**src/sct_pkg.sv**
```systemverilog
// sct_pkg: constants and types shared by the capture/compare timer.
// assumes a single system clock; the cpu side uses a simple select port.
`default_nettype none

package sct_pkg;

  // ==========================================================
  // widths
  // ==========================================================
  localparam int unsigned CNT_W   = 16;            // count and capture widths
  localparam int unsigned PWM_W   = 14;            // pwm duty resolution
  localparam int unsigned PWM_LSB = 2;             // duty sits above two zero bits
  localparam int unsigned SEL_W   = 2;             // register select width

  // ==========================================================
  // reset and limit values
  // ==========================================================
  localparam logic [CNT_W-1:0] COUNT_RESET = 16'h0000;  // count after reset
  localparam logic [CNT_W-1:0] COUNT_MAX   = 16'hFFFF;  // value before wrap
  localparam logic [CNT_W-1:0] COUNT_ONE   = 16'h0001;  // count step

  // ==========================================================
  // register selects on the cpu port
  // ==========================================================
  localparam logic [SEL_W-1:0] SEL_CC_ZERO = 2'h0;  // capture_compare_zero
  localparam logic [SEL_W-1:0] SEL_CC_ONE  = 2'h1;  // capture_compare_one
  localparam logic [SEL_W-1:0] SEL_COUNT   = 2'h2;  // timer_count_value

  // ==========================================================
  // three-bit operating mode field codes
  // ==========================================================
  localparam logic [2:0] MODE_STOP      = 3'h0;  // stopped, count held at zero
  localparam logic [2:0] MODE_PWM       = 3'h1;  // free running pwm
  localparam logic [2:0] MODE_FREE      = 3'h2;  // free running
  localparam logic [2:0] MODE_FREE_EDGE = 3'h3;  // free running, output on edge too
  localparam logic [2:0] MODE_EDGE_CLR  = 3'h4;  // clear on input a valid edge
  localparam logic [2:0] MODE_EDGE_CLR2 = 3'h5;  // same, output on edge too
  localparam logic [2:0] MODE_MATCH_CLR = 3'h6;  // clear on zero-register match
  localparam logic [2:0] MODE_MATCH_CL2 = 3'h7;  // same, output on edge too

  // ==========================================================
  // edge code values (high bit, low bit)
  // ==========================================================
  localparam logic [1:0] EDGE_FALL = 2'h0;  // valid edge falling
  localparam logic [1:0] EDGE_RISE = 2'h1;  // valid edge rising
  localparam logic [1:0] EDGE_BAD  = 2'h2;  // prohibited, treated as none
  localparam logic [1:0] EDGE_BOTH = 2'h3;  // both edges valid

  // ==========================================================
  // control bits that software sets outside this block
  // ==========================================================
  typedef struct packed {
    logic [2:0] mode;              // mode_control_reg operating mode
    logic       role_select_zero;  // 1: zero register captures
    logic       role_select_one;   // 1: one register captures
    logic       cap0_from_b;       // 1: zero register captures on input b
    logic [1:0] edge_code_a;       // edge_code_high, edge_code_low for input a
    logic [1:0] edge_code_b;       // edge code for input b
    logic       count_from_a;      // 1: count on input a valid edge
    logic       one_shot;          // 1: output set on one-match, clear on zero
  } sct_ctrl_t;

endpackage

`default_nettype wire

```
**src/sct_timer.sv**
```systemverilog
// sct_timer: 16-bit count with two capture/compare registers and one output.
// assumes timer inputs and the count tick are synchronous to i_clk_sys.
//
// Functional notes
// count is 16 bits, steps per count pulse
// reset loads count with zero
// capture/compare registers undefined after reset
// role_select_zero picks capture or compare role
// role_select_one picks capture or compare role
// zero register equality raises match zero request
// one register equality raises match one request
// zero register holds interval or pwm width
// zero register captures on input a or b
// input a capture edge is opposite valid edge
// one register captures on input a edge
// capture skipped during read, flag still set
// software sets one register to capture first
// count read goes through one register
// pwm output has 14-bit resolution
// software puts pwm duty in upper bits
// software never loads zero register with zero
// lowered compare lets count overflow and wrap
// pulse width measured by edge captures
// event counting steps on input pulses
// one-shot pulse output of free width
// stop mode holds zero, output, no matches
// overflow sets readable overflow flag
// count wraps from all ones to zero
`timescale 1ns/1ps
`default_nettype none

module sct_timer
  import sct_pkg::*;
(
  // clock and reset
  input  wire logic             i_clk_sys,
  input  wire logic             i_nrst,
  // cpu register port
  input  wire logic             i_reg_wr,
  input  wire logic             i_reg_rd,
  input  wire logic [SEL_W-1:0] i_reg_sel,
  input  wire logic [CNT_W-1:0] i_reg_wdata,
  output logic      [CNT_W-1:0] o_reg_rdata,
  // control bits and internal count clock
  input  wire sct_ctrl_t        i_ctrl,
  input  wire logic             i_count_tick,
  input  wire logic             i_ovf_clear,
  // timer pins
  input  wire logic             i_timer_input_a,
  input  wire logic             i_timer_input_b,
  output logic                  o_timer_out_pin,
  // requests and status
  output logic                  o_match_zero_irq,
  output logic                  o_match_one_irq,
  output logic                  o_input_irq_flag,
  output logic                  o_overflow_flag
);

  // ==========================================================
  // state
  // ==========================================================
  logic [CNT_W-1:0] count_reg;      // running count
  logic [CNT_W-1:0] count_next;     // next count value
  logic [CNT_W-1:0] cc_zero_reg;    // capture_compare_zero
  logic [CNT_W-1:0] cc_one_reg;     // capture_compare_one
  logic             in_a_reg;       // input a last cycle
  logic             in_b_reg;       // input b last cycle
  logic             match0_reg;     // zero equality last cycle
  logic             match1_reg;     // one equality last cycle

  // ==========================================================
  // edge detection
  // ==========================================================
  logic rise_a;        // input a rose
  logic fall_a;        // input a fell
  logic rise_b;        // input b rose
  logic fall_b;        // input b fell
  logic valid_a;       // input a valid edge
  logic valid_b;       // input b valid edge
  logic cap_edge_a;    // opposite edge for zero register capture

  assign rise_a = i_timer_input_a & ~in_a_reg;
  assign fall_a = ~i_timer_input_a & in_a_reg;
  assign rise_b = i_timer_input_b & ~in_b_reg;
  assign fall_b = ~i_timer_input_b & in_b_reg;

  // valid edge per edge code, prohibited code gives none
  always_comb begin
    case (i_ctrl.edge_code_a)
      EDGE_FALL: valid_a = fall_a;
      EDGE_RISE: valid_a = rise_a;
      EDGE_BOTH: valid_a = rise_a | fall_a;
      default:   valid_a = 1'b0;
    endcase
  end

  always_comb begin
    case (i_ctrl.edge_code_b)
      EDGE_FALL: valid_b = fall_b;
      EDGE_RISE: valid_b = rise_b;
      EDGE_BOTH: valid_b = rise_b | fall_b;
      default:   valid_b = 1'b0;
    endcase
  end

  // zero register capture edge is the reverse of the valid edge
  always_comb begin
    case (i_ctrl.edge_code_a)
      EDGE_FALL: cap_edge_a = rise_a;
      EDGE_RISE: cap_edge_a = fall_a;
      default:   cap_edge_a = 1'b0;    // both edges or prohibited: none
    endcase
  end

  // pin history for edge detection
  always_ff @(posedge i_clk_sys or negedge i_nrst) begin
    if (!i_nrst) begin
      in_a_reg <= 1'b0;
      in_b_reg <= 1'b0;
    end else begin
      in_a_reg <= i_timer_input_a;
      in_b_reg <= i_timer_input_b;
    end
  end

  // ==========================================================
  // count
  // ==========================================================
  logic running;     // mode other than stop
  logic tick;        // one count pulse this cycle
  logic edge_clr;    // clear on input a valid edge
  logic match_clr;   // clear on zero-register match
  logic wrap;        // count leaves all ones

  assign running   = (i_ctrl.mode != MODE_STOP);
  // external event counting uses input a valid edges
  assign tick      = running & (i_ctrl.count_from_a ? valid_a : i_count_tick);
  assign edge_clr  = valid_a &
                     ((i_ctrl.mode == MODE_EDGE_CLR) | (i_ctrl.mode == MODE_EDGE_CLR2));
  assign match_clr = tick & (count_reg == cc_zero_reg) &
                     ((i_ctrl.mode == MODE_MATCH_CLR) | (i_ctrl.mode == MODE_MATCH_CL2));
  assign wrap      = tick & (count_reg == COUNT_MAX) & ~match_clr & ~edge_clr;

  // next count: stop holds zero, clears win over stepping
  always_comb begin
    if (!running) begin
      count_next = COUNT_RESET;
    end else if (edge_clr || match_clr) begin
      count_next = COUNT_RESET;
    end else if (tick) begin
      count_next = count_reg + COUNT_ONE;
    end else begin
      count_next = count_reg;
    end
  end

  // count register
  always_ff @(posedge i_clk_sys or negedge i_nrst) begin
    if (!i_nrst) begin
      count_reg <= COUNT_RESET;
    end else begin
      count_reg <= count_next;
    end
  end

  // overflow flag: set wins over clear
  always_ff @(posedge i_clk_sys or negedge i_nrst) begin
    if (!i_nrst) begin
      o_overflow_flag <= 1'b0;
    end else if (wrap) begin
      o_overflow_flag <= 1'b1;
    end else if (i_ovf_clear) begin
      o_overflow_flag <= 1'b0;
    end
  end

  // ==========================================================
  // capture/compare registers (no reset: undefined at start)
  // ==========================================================
  logic cap0;        // zero register capture this cycle
  logic cap1;        // one register capture this cycle
  logic rd_one;      // cpu reads the one register
  logic rd_count;    // cpu reads the count

  assign rd_one   = i_reg_rd & (i_reg_sel == SEL_CC_ONE);
  assign rd_count = i_reg_rd & (i_reg_sel == SEL_COUNT);
  // zero register trigger from input a opposite edge or input b
  assign cap0 = i_ctrl.role_select_zero &
                (i_ctrl.cap0_from_b ? valid_b : cap_edge_a);
  // one register takes input a valid edge unless being read
  assign cap1 = i_ctrl.role_select_one & valid_a & ~rd_one;

  // zero register: cpu write wins over capture
  always_ff @(posedge i_clk_sys) begin
    if (i_reg_wr && (i_reg_sel == SEL_CC_ZERO)) begin
      cc_zero_reg <= i_reg_wdata;
    end else if (cap0) begin
      cc_zero_reg <= count_reg;
    end
  end

  // one register: count read copy, then write, then capture
  always_ff @(posedge i_clk_sys) begin
    if (rd_count) begin
      cc_one_reg <= count_reg;
    end else if (i_reg_wr && (i_reg_sel == SEL_CC_ONE)) begin
      cc_one_reg <= i_reg_wdata;
    end else if (cap1) begin
      cc_one_reg <= count_reg;
    end
  end

  // read data, registered one cycle after the strobe
  always_ff @(posedge i_clk_sys or negedge i_nrst) begin
    if (!i_nrst) begin
      o_reg_rdata <= COUNT_RESET;
    end else if (i_reg_rd) begin
      if (i_reg_sel == SEL_CC_ZERO) begin
        o_reg_rdata <= cc_zero_reg;
      end else if (i_reg_sel == SEL_CC_ONE) begin
        o_reg_rdata <= cc_one_reg;
      end else if (i_reg_sel == SEL_COUNT) begin
        o_reg_rdata <= count_reg;
      end else begin
        o_reg_rdata <= COUNT_RESET;               // unmapped select
      end
    end
  end

  // input request flag pulses on every input a valid edge
  always_ff @(posedge i_clk_sys or negedge i_nrst) begin
    if (!i_nrst) begin
      o_input_irq_flag <= 1'b0;
    end else begin
      o_input_irq_flag <= valid_a;
    end
  end

  // ==========================================================
  // compare matches
  // ==========================================================
  logic eq0;         // zero register equals count
  logic eq1;         // one register equals count
  logic hit0;        // new zero-register match
  logic hit1;        // new one-register match

  assign eq0  = (count_reg == cc_zero_reg);
  assign eq1  = (count_reg == cc_one_reg);
  assign hit0 = running & ~i_ctrl.role_select_zero & eq0 & ~match0_reg;
  assign hit1 = running & ~i_ctrl.role_select_one & eq1 & ~match1_reg;

  // equality history so a match pulses once
  always_ff @(posedge i_clk_sys or negedge i_nrst) begin
    if (!i_nrst) begin
      match0_reg <= 1'b0;
      match1_reg <= 1'b0;
    end else begin
      match0_reg <= eq0;
      match1_reg <= eq1;
    end
  end

  // match requests, one-cycle pulses, silent when stopped
  always_ff @(posedge i_clk_sys or negedge i_nrst) begin
    if (!i_nrst) begin
      o_match_zero_irq <= 1'b0;
      o_match_one_irq  <= 1'b0;
    end else begin
      o_match_zero_irq <= hit0;
      o_match_one_irq  <= hit1;
    end
  end

  // ==========================================================
  // timer output
  // ==========================================================
  logic edge_out;    // modes that also toggle on input a edge
  logic pwm_level;   // pwm comparison result

  assign edge_out  = (i_ctrl.mode == MODE_FREE_EDGE) | (i_ctrl.mode == MODE_EDGE_CLR2) |
                     (i_ctrl.mode == MODE_MATCH_CL2);
  // 14-bit duty taken from the upper bits of the zero register
  assign pwm_level = (count_reg[PWM_W-1:0] < cc_zero_reg[CNT_W-1:PWM_LSB]);

  // output pin: held in stop, pwm level, one-shot or toggle
  always_ff @(posedge i_clk_sys or negedge i_nrst) begin
    if (!i_nrst) begin
      o_timer_out_pin <= 1'b0;
    end else if (!running) begin
      o_timer_out_pin <= o_timer_out_pin;
    end else if (i_ctrl.mode == MODE_PWM) begin
      o_timer_out_pin <= pwm_level;
    end else if (i_ctrl.one_shot) begin
      if (hit1) begin
        o_timer_out_pin <= 1'b1;
      end else if (hit0) begin
        o_timer_out_pin <= 1'b0;
      end
    end else if (hit0 || hit1 || (edge_out && valid_a)) begin
      o_timer_out_pin <= ~o_timer_out_pin;
    end
  end

  // ==========================================================
  // checks
  // ==========================================================
  count_stop_a: assert property (
    @(posedge i_clk_sys) disable iff (!i_nrst)
    (i_ctrl.mode == MODE_STOP) |=> (count_reg == COUNT_RESET))
    else $error("count not held at zero while stopped");

  stop_quiet_a: assert property (
    @(posedge i_clk_sys) disable iff (!i_nrst)
    (i_ctrl.mode == MODE_STOP) [*2] |=>
      (!o_match_zero_irq && !o_match_one_irq && $stable(o_timer_out_pin)))
    else $error("activity while stopped");

  count_step_a: assert property (
    @(posedge i_clk_sys) disable iff (!i_nrst)
    (tick && !edge_clr && !match_clr && count_reg != COUNT_MAX) |=>
      (count_reg == $past(count_reg) + COUNT_ONE))
    else $error("count did not step by one");

  count_wrap_a: assert property (
    @(posedge i_clk_sys) disable iff (!i_nrst)
    wrap |=> (count_reg == COUNT_RESET) && o_overflow_flag)
    else $error("wrap did not clear count and flag overflow");

  ovf_hold_a: assert property (
    @(posedge i_clk_sys) disable iff (!i_nrst)
    (o_overflow_flag && !i_ovf_clear) |=> o_overflow_flag)
    else $error("overflow flag dropped without clear");

  count_read_a: assert property (
    @(posedge i_clk_sys) disable iff (!i_nrst)
    rd_count |=> (cc_one_reg == $past(count_reg)) && (o_reg_rdata == $past(count_reg)))
    else $error("count read not delivered through one register");

  cap_skip_a: assert property (
    @(posedge i_clk_sys) disable iff (!i_nrst)
    (rd_one && !i_reg_wr && valid_a) |=> ($stable(cc_one_reg) && o_input_irq_flag))
    else $error("capture during read not skipped or flag lost");

  cap_zero_a: assert property (
    @(posedge i_clk_sys) disable iff (!i_nrst)
    (i_ctrl.role_select_zero && !i_ctrl.cap0_from_b && i_ctrl.edge_code_a == EDGE_FALL &&
     rise_a && !i_reg_wr) |=> (cc_zero_reg == $past(count_reg)))
    else $error("zero register missed opposite-edge capture");

  match_zero_a: assert property (
    @(posedge i_clk_sys) disable iff (!i_nrst)
    (running && !i_ctrl.role_select_zero && eq0 && !match0_reg) |=> o_match_zero_irq)
    else $error("zero match request missing");

  match_one_a: assert property (
    @(posedge i_clk_sys) disable iff (!i_nrst)
    o_match_one_irq |-> $past(eq1) && !$past(i_ctrl.role_select_one))
    else $error("one match request without equality");

endmodule

`default_nettype wire

```
**config.mk**
```make
export PLATFORM = sky130hd
export DESIGN_NAME = sct_timer
export DESIGN_NICKNAME = d
export VERILOG_FILES = /design/src/sct_pkg.sv /design/src/sct_timer.sv
export SDC_FILE = /design/constraint.sdc
export NUM_CORES = 1
export LEC_CHECK = 0
export BUFFER_PORTS_ARGS = -buffer_cell sky130_fd_sc_hd__clkbuf_2
export CORE_MARGIN = 8
export CORE_UTILIZATION = 63
export DETAILED_ROUTE_END_ITERATION = 7
export PLACE_DENSITY = 0.86
export SETUP_SLACK_MARGIN = 0.15
export SLEW_MARGIN = 25
export SYNTH_ARGS = -nofsm -noshare
export SYNTH_HDL_FRONTEND = slang
export SYNTH_SLANG_ARGS = --single-unit
```
**constraint.sdc**
```tcl
create_clock -name i_clk_sys -period 3.25 [get_ports i_clk_sys]
set_input_delay 0 -clock i_clk_sys [delete_from_list [all_inputs] [get_ports i_clk_sys]]
set_output_delay 0 -clock i_clk_sys [all_outputs]
set_load 0.05 [all_outputs]
```
==> flow_summary.toml, run 1 <==
[status]
outcome = "finished clean"

[power]
sw_frac_of_total = 0.338
p_leak_nw = 2.27
p_sw_mw = 0.823
p_per_area_nw_per_um2 = 479
clock_power_share = 0.311
p_int_mw = 1.61
pwr-share-comb = 0.217
power.total_mw = 2.44
seqPwrFrac = 0.472
peakVddDrop_v = 0.000413

[setup_path]
cp_max_fo = 16
end_kind = "flop"
cp.arrival_ns = 2.32
cp.required_ns = 3.24
critPathKind = "reg2reg"
start_kind = "flop"

[synth]
netlist_instances = 420
ys_seq_area_frac = 0.451
ys_ff_latch = 73
synth-main-ff-cell = "dfrtp_1"
yosysWarnings = 0
netlist_area_sq_um = 4410
synthDistinctLibCells = 49
postSynthAreaPerCell_sq_um = 10.5
synth-edff-count = 32
async_flop_share = 0.562
synth_nets = 476

[placement]
io_buffers = 58
place_area_sq_um = 4670
hpwlAfterDp_um = 7800
place_congestion = 0.886
place_worst_setup_slack_ns = 0.976

[route]
routed_via_density = 6.08
detail_route.iter0.violations = 282
detail_route.wl_per_cell_um = 20.0
vias = 3555
drt-pass1-iter-count = 6
routed_wl_um = 11700
drc = 0
postRouteAntennaNets = 0

[sta]
slew_violations = 0
fin_crit_ns = 2.34
fmax_mhz = 428
setup_ws_ns = 0.913
max_slew.worst_pin.slew_ns = 0.864
period_share = 0.719
rsz0062_at_grt = "false"
final.setup.tns_ns = 0
slew_headroom = 0.424
clock_skew_ns = 0.0172
hold_violations = 0
setup_viol = 0

[floorplanning]
core_area_sq_um = 6790
die_h_um = 99.6
die_area_sq_um = 9930
rows = 30
initial_core_util = 0.649
die_w_um = 99.6
io_pins = 59

[global_route]
grt_pass1_vias = 3412
grt_overflow = 0
grt_max_degree = 42
grtUsageTotal = 0.241
grt_pass1_wl_um = 18500
grt_antenna_before_repair = 0

[clocking]
htreeDepth = 3
clock_latency_ns = 0.37
cts.path.max_buffers = 2
cts_tree = "yes"
cts-root-buf = "clkbuf_8"
cts_made_buffers = 9
cts.repair.resized = 0
path_clk_slew_ns = 0.08
cts_sinks = 73

[layout]
nets = 540
area_delta_synth_final_pct = 15.5
antenna_cells = 0
fin_area_sq_um = 5090
drive_gt1_frac = 0.252
fill_cells = 438

[run]
cap_violations = 0

[min_path]
hold_path.class = "in2reg"
final timing paths:
| path | from | endpoint | slack (ns) | depth (start not counted) |
|---|---|---|---|---|
| max | in_a_reg$_DFF_PN0_ | cc_one_reg[14]$_DFFE_PP_ | 0.91 | 7 |
| min | i_ctrl[9] | o_match_zero_irq$_DFF_PN0_ | 0.03 | 3 |
| max reg2reg | in_a_reg$_DFF_PN0_ | cc_one_reg[14]$_DFFE_PP_ | 0.91 | 7 |
| min reg2reg | match1_reg$_DFF_PN0_ | o_match_one_irq$_DFF_PN0_ | 0.47 | 1 |
| max in group asynchronous | i_nrst | o_reg_rdata[10]$_DFFE_PN0P_ | 2.65 | 2 |
| min in group asynchronous | i_nrst | o_reg_rdata[4]$_DFFE_PN0P_ | 0.20 | 2 |
per-stage QoR:
step | instances | utilization | hold slack [ns]
global route | 585 | 0.750 | 0.0180
CTS | 585 | 0.750 | 0.0152
detailed placement | 547 | 0.687 | 0.0756
floorplan | 420 | - | -0.296
finish | 585 | 0.750 | 0.0274
global placement | 547 | 0.687 | 0.146
placed cells by master, fill, tap and decap left out, types with 8 or more instances in the layout:
cell / n
nand4_1: 10
a31oi_1: 14
a21oi_1: 27
ha_1: 18
a221oi_1: 12
inv_1: 24
nand2_1: 28
clkbuf_2: 57
nor2_1: 30
edfxtp_1: 32
dlygate4sd3_1: 22
o21ai_0: 19
xnor2_1: 12
dfrtp_1: 41
clkbuf_8: 9
xor2_1: 16
mux2i_1: 8
mux2_2: 29
logic make-up after synthesis:
group / after synthesis / synth area share
AO/OA/AOI/OAI: 94 / 0.137
XOR/XNOR: 32 / 0.0704
adder cells (fa/ha/maj): 18 / 0.0511
buffers and inverters: 56 / 0.0673
flip-flops: 73 / 0.451
multiplexers: 38 / 0.0954
AND/OR/NAND/NOR: 109 / 0.129
power by group through the flow:
stage / combinational, mW / clock, mW / sequential [mW]
floorplan: 0.329 / 0 / 1.20
global placement: 0.480 / 0 / 1.16
detailed placement: 0.498 / 0 / 1.16
CTS: 0.523 / 0.750 / 1.15
global route: 0.568 / 0.799 / 1.16
finish: 0.529 / 0.758 / 1.15
critical path, cell delays in order, from the launching register on:
cell     delay (ns)
dfrtp_1        0.38
inv_1          0.06
ha_1           0.16
mux2i_1        0.10
o22ai_2        0.29
nand2_1        0.13
a21oi_1        0.14
a221o_1        0.70
routing by layer:
layer	vias up	part of all wire	GRT usage	wire, um
li1	1647	-	-	-
met1	1682	0.39	0.293	4540
met2	195	0.50	0.400	5820
met3	31	0.088	0.0622	1030
met4	0	0.026	0.0943	310
met5	-	0	0	0
final cells by class:
class | count | area [sq um] | area share
clock buffers | 9 | 124 | 0.0243
clock inverters | 7 | 77.6 | 0.0152
inverters | 24 | 90.1 | 0.0177
multi-input cells | 291 | 2140 | 0.421
flip-flops and latches | 73 | 1990 | 0.390
well taps | 96 | 120 | 0.0236
repair buffers | 85 | 551 | 0.108
Yosys cell counts (2+ instances only):
master	instances	area [sq um]
buf_2	9	45.0
o21ai_1	4	20.0
or2b_1	3	22.5
mux2_2	29	327
nand3_1	5	25.0
edfxtp_1	32	961
nand2b_1	6	37.5
nand2_1	28	105
nor3_1	4	20.0
inv_1	24	90.1
ha_1	18	225
buf_4	2	15.0
a21oi_1	27	135
a41oi_1	2	17.5
nand4_1	10	62.6
o21ai_2	2	17.5
o21a_1	2	15.0
a221oi_1	12	105
buf_6	9	101
nor2_1	30	113
nor2b_1	4	25.0
clkbuf_1	12	45.0
o21ai_0	19	95.1
xnor2_2	4	65.1
o31ai_1	2	15.0
mux2i_1	8	80.1
and3_1	6	37.5
nor4_1	5	31.3
a31oi_1	14	87.6
a221o_1	2	20.0
dfrtp_1	41	1030
xnor2_1	12	105
nor3b_1	2	15.0
xor2_1	16	140
timing repair:
| action | CTS | global route |
|---|---|---|
| buffers inserted | 0 | 0 |
| hold buffers | 22 | 0 |
| hold endpoints to repair | 76 | 0 |
Note: power is estimated with default switching activity, not from simulation.
==> run 2, diff against run 1 <==
--- a/config.mk
+++ b/config.mk
@@ -7,9 +7,9 @@
 export LEC_CHECK = 0
 export BUFFER_PORTS_ARGS = -buffer_cell sky130_fd_sc_hd__clkbuf_2
 export CORE_MARGIN = 8
-export CORE_UTILIZATION = 63
+export CORE_UTILIZATION = 58
 export DETAILED_ROUTE_END_ITERATION = 7
-export PLACE_DENSITY = 0.86
+export PLACE_DENSITY = 0.8
 export SETUP_SLACK_MARGIN = 0.15
 export SLEW_MARGIN = 25
 export SYNTH_ARGS = -nofsm -noshare
==> constraint.sdc (replaced) <==
create_clock -name i_clk_sys -period 2.2 [get_ports i_clk_sys]
set_input_delay 0 -clock i_clk_sys [delete_from_list [all_inputs] [get_ports i_clk_sys]]
set_output_delay 0 -clock i_clk_sys [all_outputs]
set_load 0.05 [all_outputs]
==> run 2 against run 1 <==
  * Maximum frequency grew 8.1%
  * Non-clock buffer count is 48 higher
  * Clock skew shrank 0.0060 ns
  * Cell count grew 8.7%
  * Routed wire length up 11%
  * Sequential cell count stayed put
  * Core utilization grew 2.4 points
  * Count of clock-buffer cells in the layout up 1
  * Via count grew 7.4%
  * Cell area grew 11%
  * Critical path depth up 2
  * Highest routed layer unchanged
  * Register-to-register slack worse by 0.87 ns
==> flow_summary.toml, run 2 (synthesis gave the netlist of run 1 again) <==
[power]
sw_frac_of_total = 0.326
pwr-share-comb = 0.265
p_per_area_nw_per_um2 = 654
p_int_mw = 2.48
seqPwrFrac = 0.449
p_leak_nw = 2.54
p_sw_mw = 1.20
peakVddDrop_v = 0.000520
clock_power_share = 0.286
power.total_mw = 3.69

[clocking]
path_clk_slew_ns = 0.08
cts_tree = "yes"
cts_made_buffers = 9
cts_sinks = 73
cts.path.max_buffers = 2
clock_latency_ns = 0.36
htreeDepth = 3
cts-root-buf = "clkbuf_8"

[run]
cap_violations = 0

[sta]
slew_violations = 0
max_slew.worst_pin.slew_ns = 1.01
fmax_mhz = 463
final.setup.tns_ns = 0
clock_skew_ns = 0.0112
setup_viol = 0
fin_crit_ns = 2.16
period_share = 0.982
slew_headroom = 0.327
rsz0062_at_grt = "true"
hold_violations = 0
setup_ws_ns = 0.0393

[layout]
fin_area_sq_um = 5640
fin_util = 0.773
final_cell_mix = "58 x clkbuf_2, 45 x buf_4, 33 x dfrtp_1"
area_delta_synth_final_pct = 27.9
nets = 588
drive_gt1_frac = 0.365
final_common_cell = "clkbuf_2"
antenna_cells = 0

[global_route]
grt_pass1_wl_um = 20400
grt_max_degree = 42
grtUsageTotal = 0.256
grt_overflow = 0
grt_pass1_vias = 3899
grt_antenna_before_repair = 0

[route]
postRouteAntennaNets = 0
drt-pass1-iter-count = 5
detail_route.wl_per_cell_um = 20.4
detail_route.iter0.violations = 223
routed_via_density = 6.00
drc = 0
vias = 3819
routed_wl_um = 13000

[floorplanning]
initial_core_util = 0.604
die_h_um = 103
die_w_um = 103
io_pins = 59
core_area_sq_um = 7290
rows = 31
die_area_sq_um = 10600

[setup_path]
critPathKind = "reg2reg"
cp_max_fo = 12
start_kind = "flop"
cp-startpoint = "cc_zero_reg[13]$_DFFE_PP_"
cp.arrival_ns = 2.38
r2r-start = "cc_zero_reg[13]$_DFFE_PP_"
cp.required_ns = 2.42
end_kind = "flop"

[placement]
io_buffers = 58
place_area_sq_um = 4850
place_worst_setup_slack_ns = -0.00629
place_congestion = 0.897
hpwlAfterDp_um = 8380

[min_path]
min_from = "i_ctrl[4]"
hold_path.class = "in2reg"

[status]
outcome = "finished clean"
run 2: final cells by class:
class,instances,area [sq um]
timing repair buffer,133,990
tap,99,124
clock buffer,10,128
inverter,24,90.1
sequential,73,2000
multi-input combinational,291,2240
fill,492,1650
clock inverter,6,66.3
run 2: layer usage:
layer	wire (um)	vias to the layer above	global-route usage
li1	-	1745	-
met1	5040	1841	0.314
met2	6450	194	0.424
met3	1010	39	0.0515
met4	454	0	0.122
met5	0	-	0
run 2: path summary, 6_finish.rpt:
path,end,slack [ns],cells past startpoint
hold / removal,o_input_irq_flag$_DFF_PN0_,0.02,3
max in group asynchronous,count_reg[10]$_DFFE_PN0P_,1.53,3
setup reg to reg,count_reg[7]$_DFFE_PN0P_,0.04,9
min in group asynchronous,count_reg[8]$_DFFE_PN0P_,0.26,3
setup / recovery,count_reg[7]$_DFFE_PN0P_,0.04,9
hold reg to reg,o_match_one_irq$_DFF_PN0_,0.47,1
run 2: what timing repair did:
item / CTS / global route
buffers inserted: 16 / 5
hold buffers: 24 / 0
pin swaps: 6 / 12
gates resized for setup: 15 / 23
endpoints found under the hold margin: 78 / 0
setup endpoints to repair: 9 / 34
gates cloned: 2 / 0
run 2: stage by stage:
stage,hold slack (ns),std cells
2_1_floorplan,-0.296,420
3_3_place_gp,0.114,573
3_5_place_dp,0.120,573
4_1_cts,0.00105,631
5_1_grt,0.0390,636
6_report,0.0222,636
run 2: worst max-delay path, cell delays in order, from the launching register on:
cell and delay [ns]:
edfxtp_1 0.46, xnor2_1 0.19, nand4_1 0.19, nor4_4 0.38, buf_4 0.19, a311oi_4 0.12, buf_12 0.17, buf_4 0.14
a21oi_2 0.12, a31oi_1 0.07
run 2: power groups by stage:
stage	sequential (mW)	clock, mW	combinational [mW]
CTS	1.65	1.07	0.911
global placement	1.68	0	0.803
finish	1.66	1.05	0.978
floorplan	1.77	0	0.487
global route	1.67	1.13	1.05
detailed placement	1.68	0	0.828
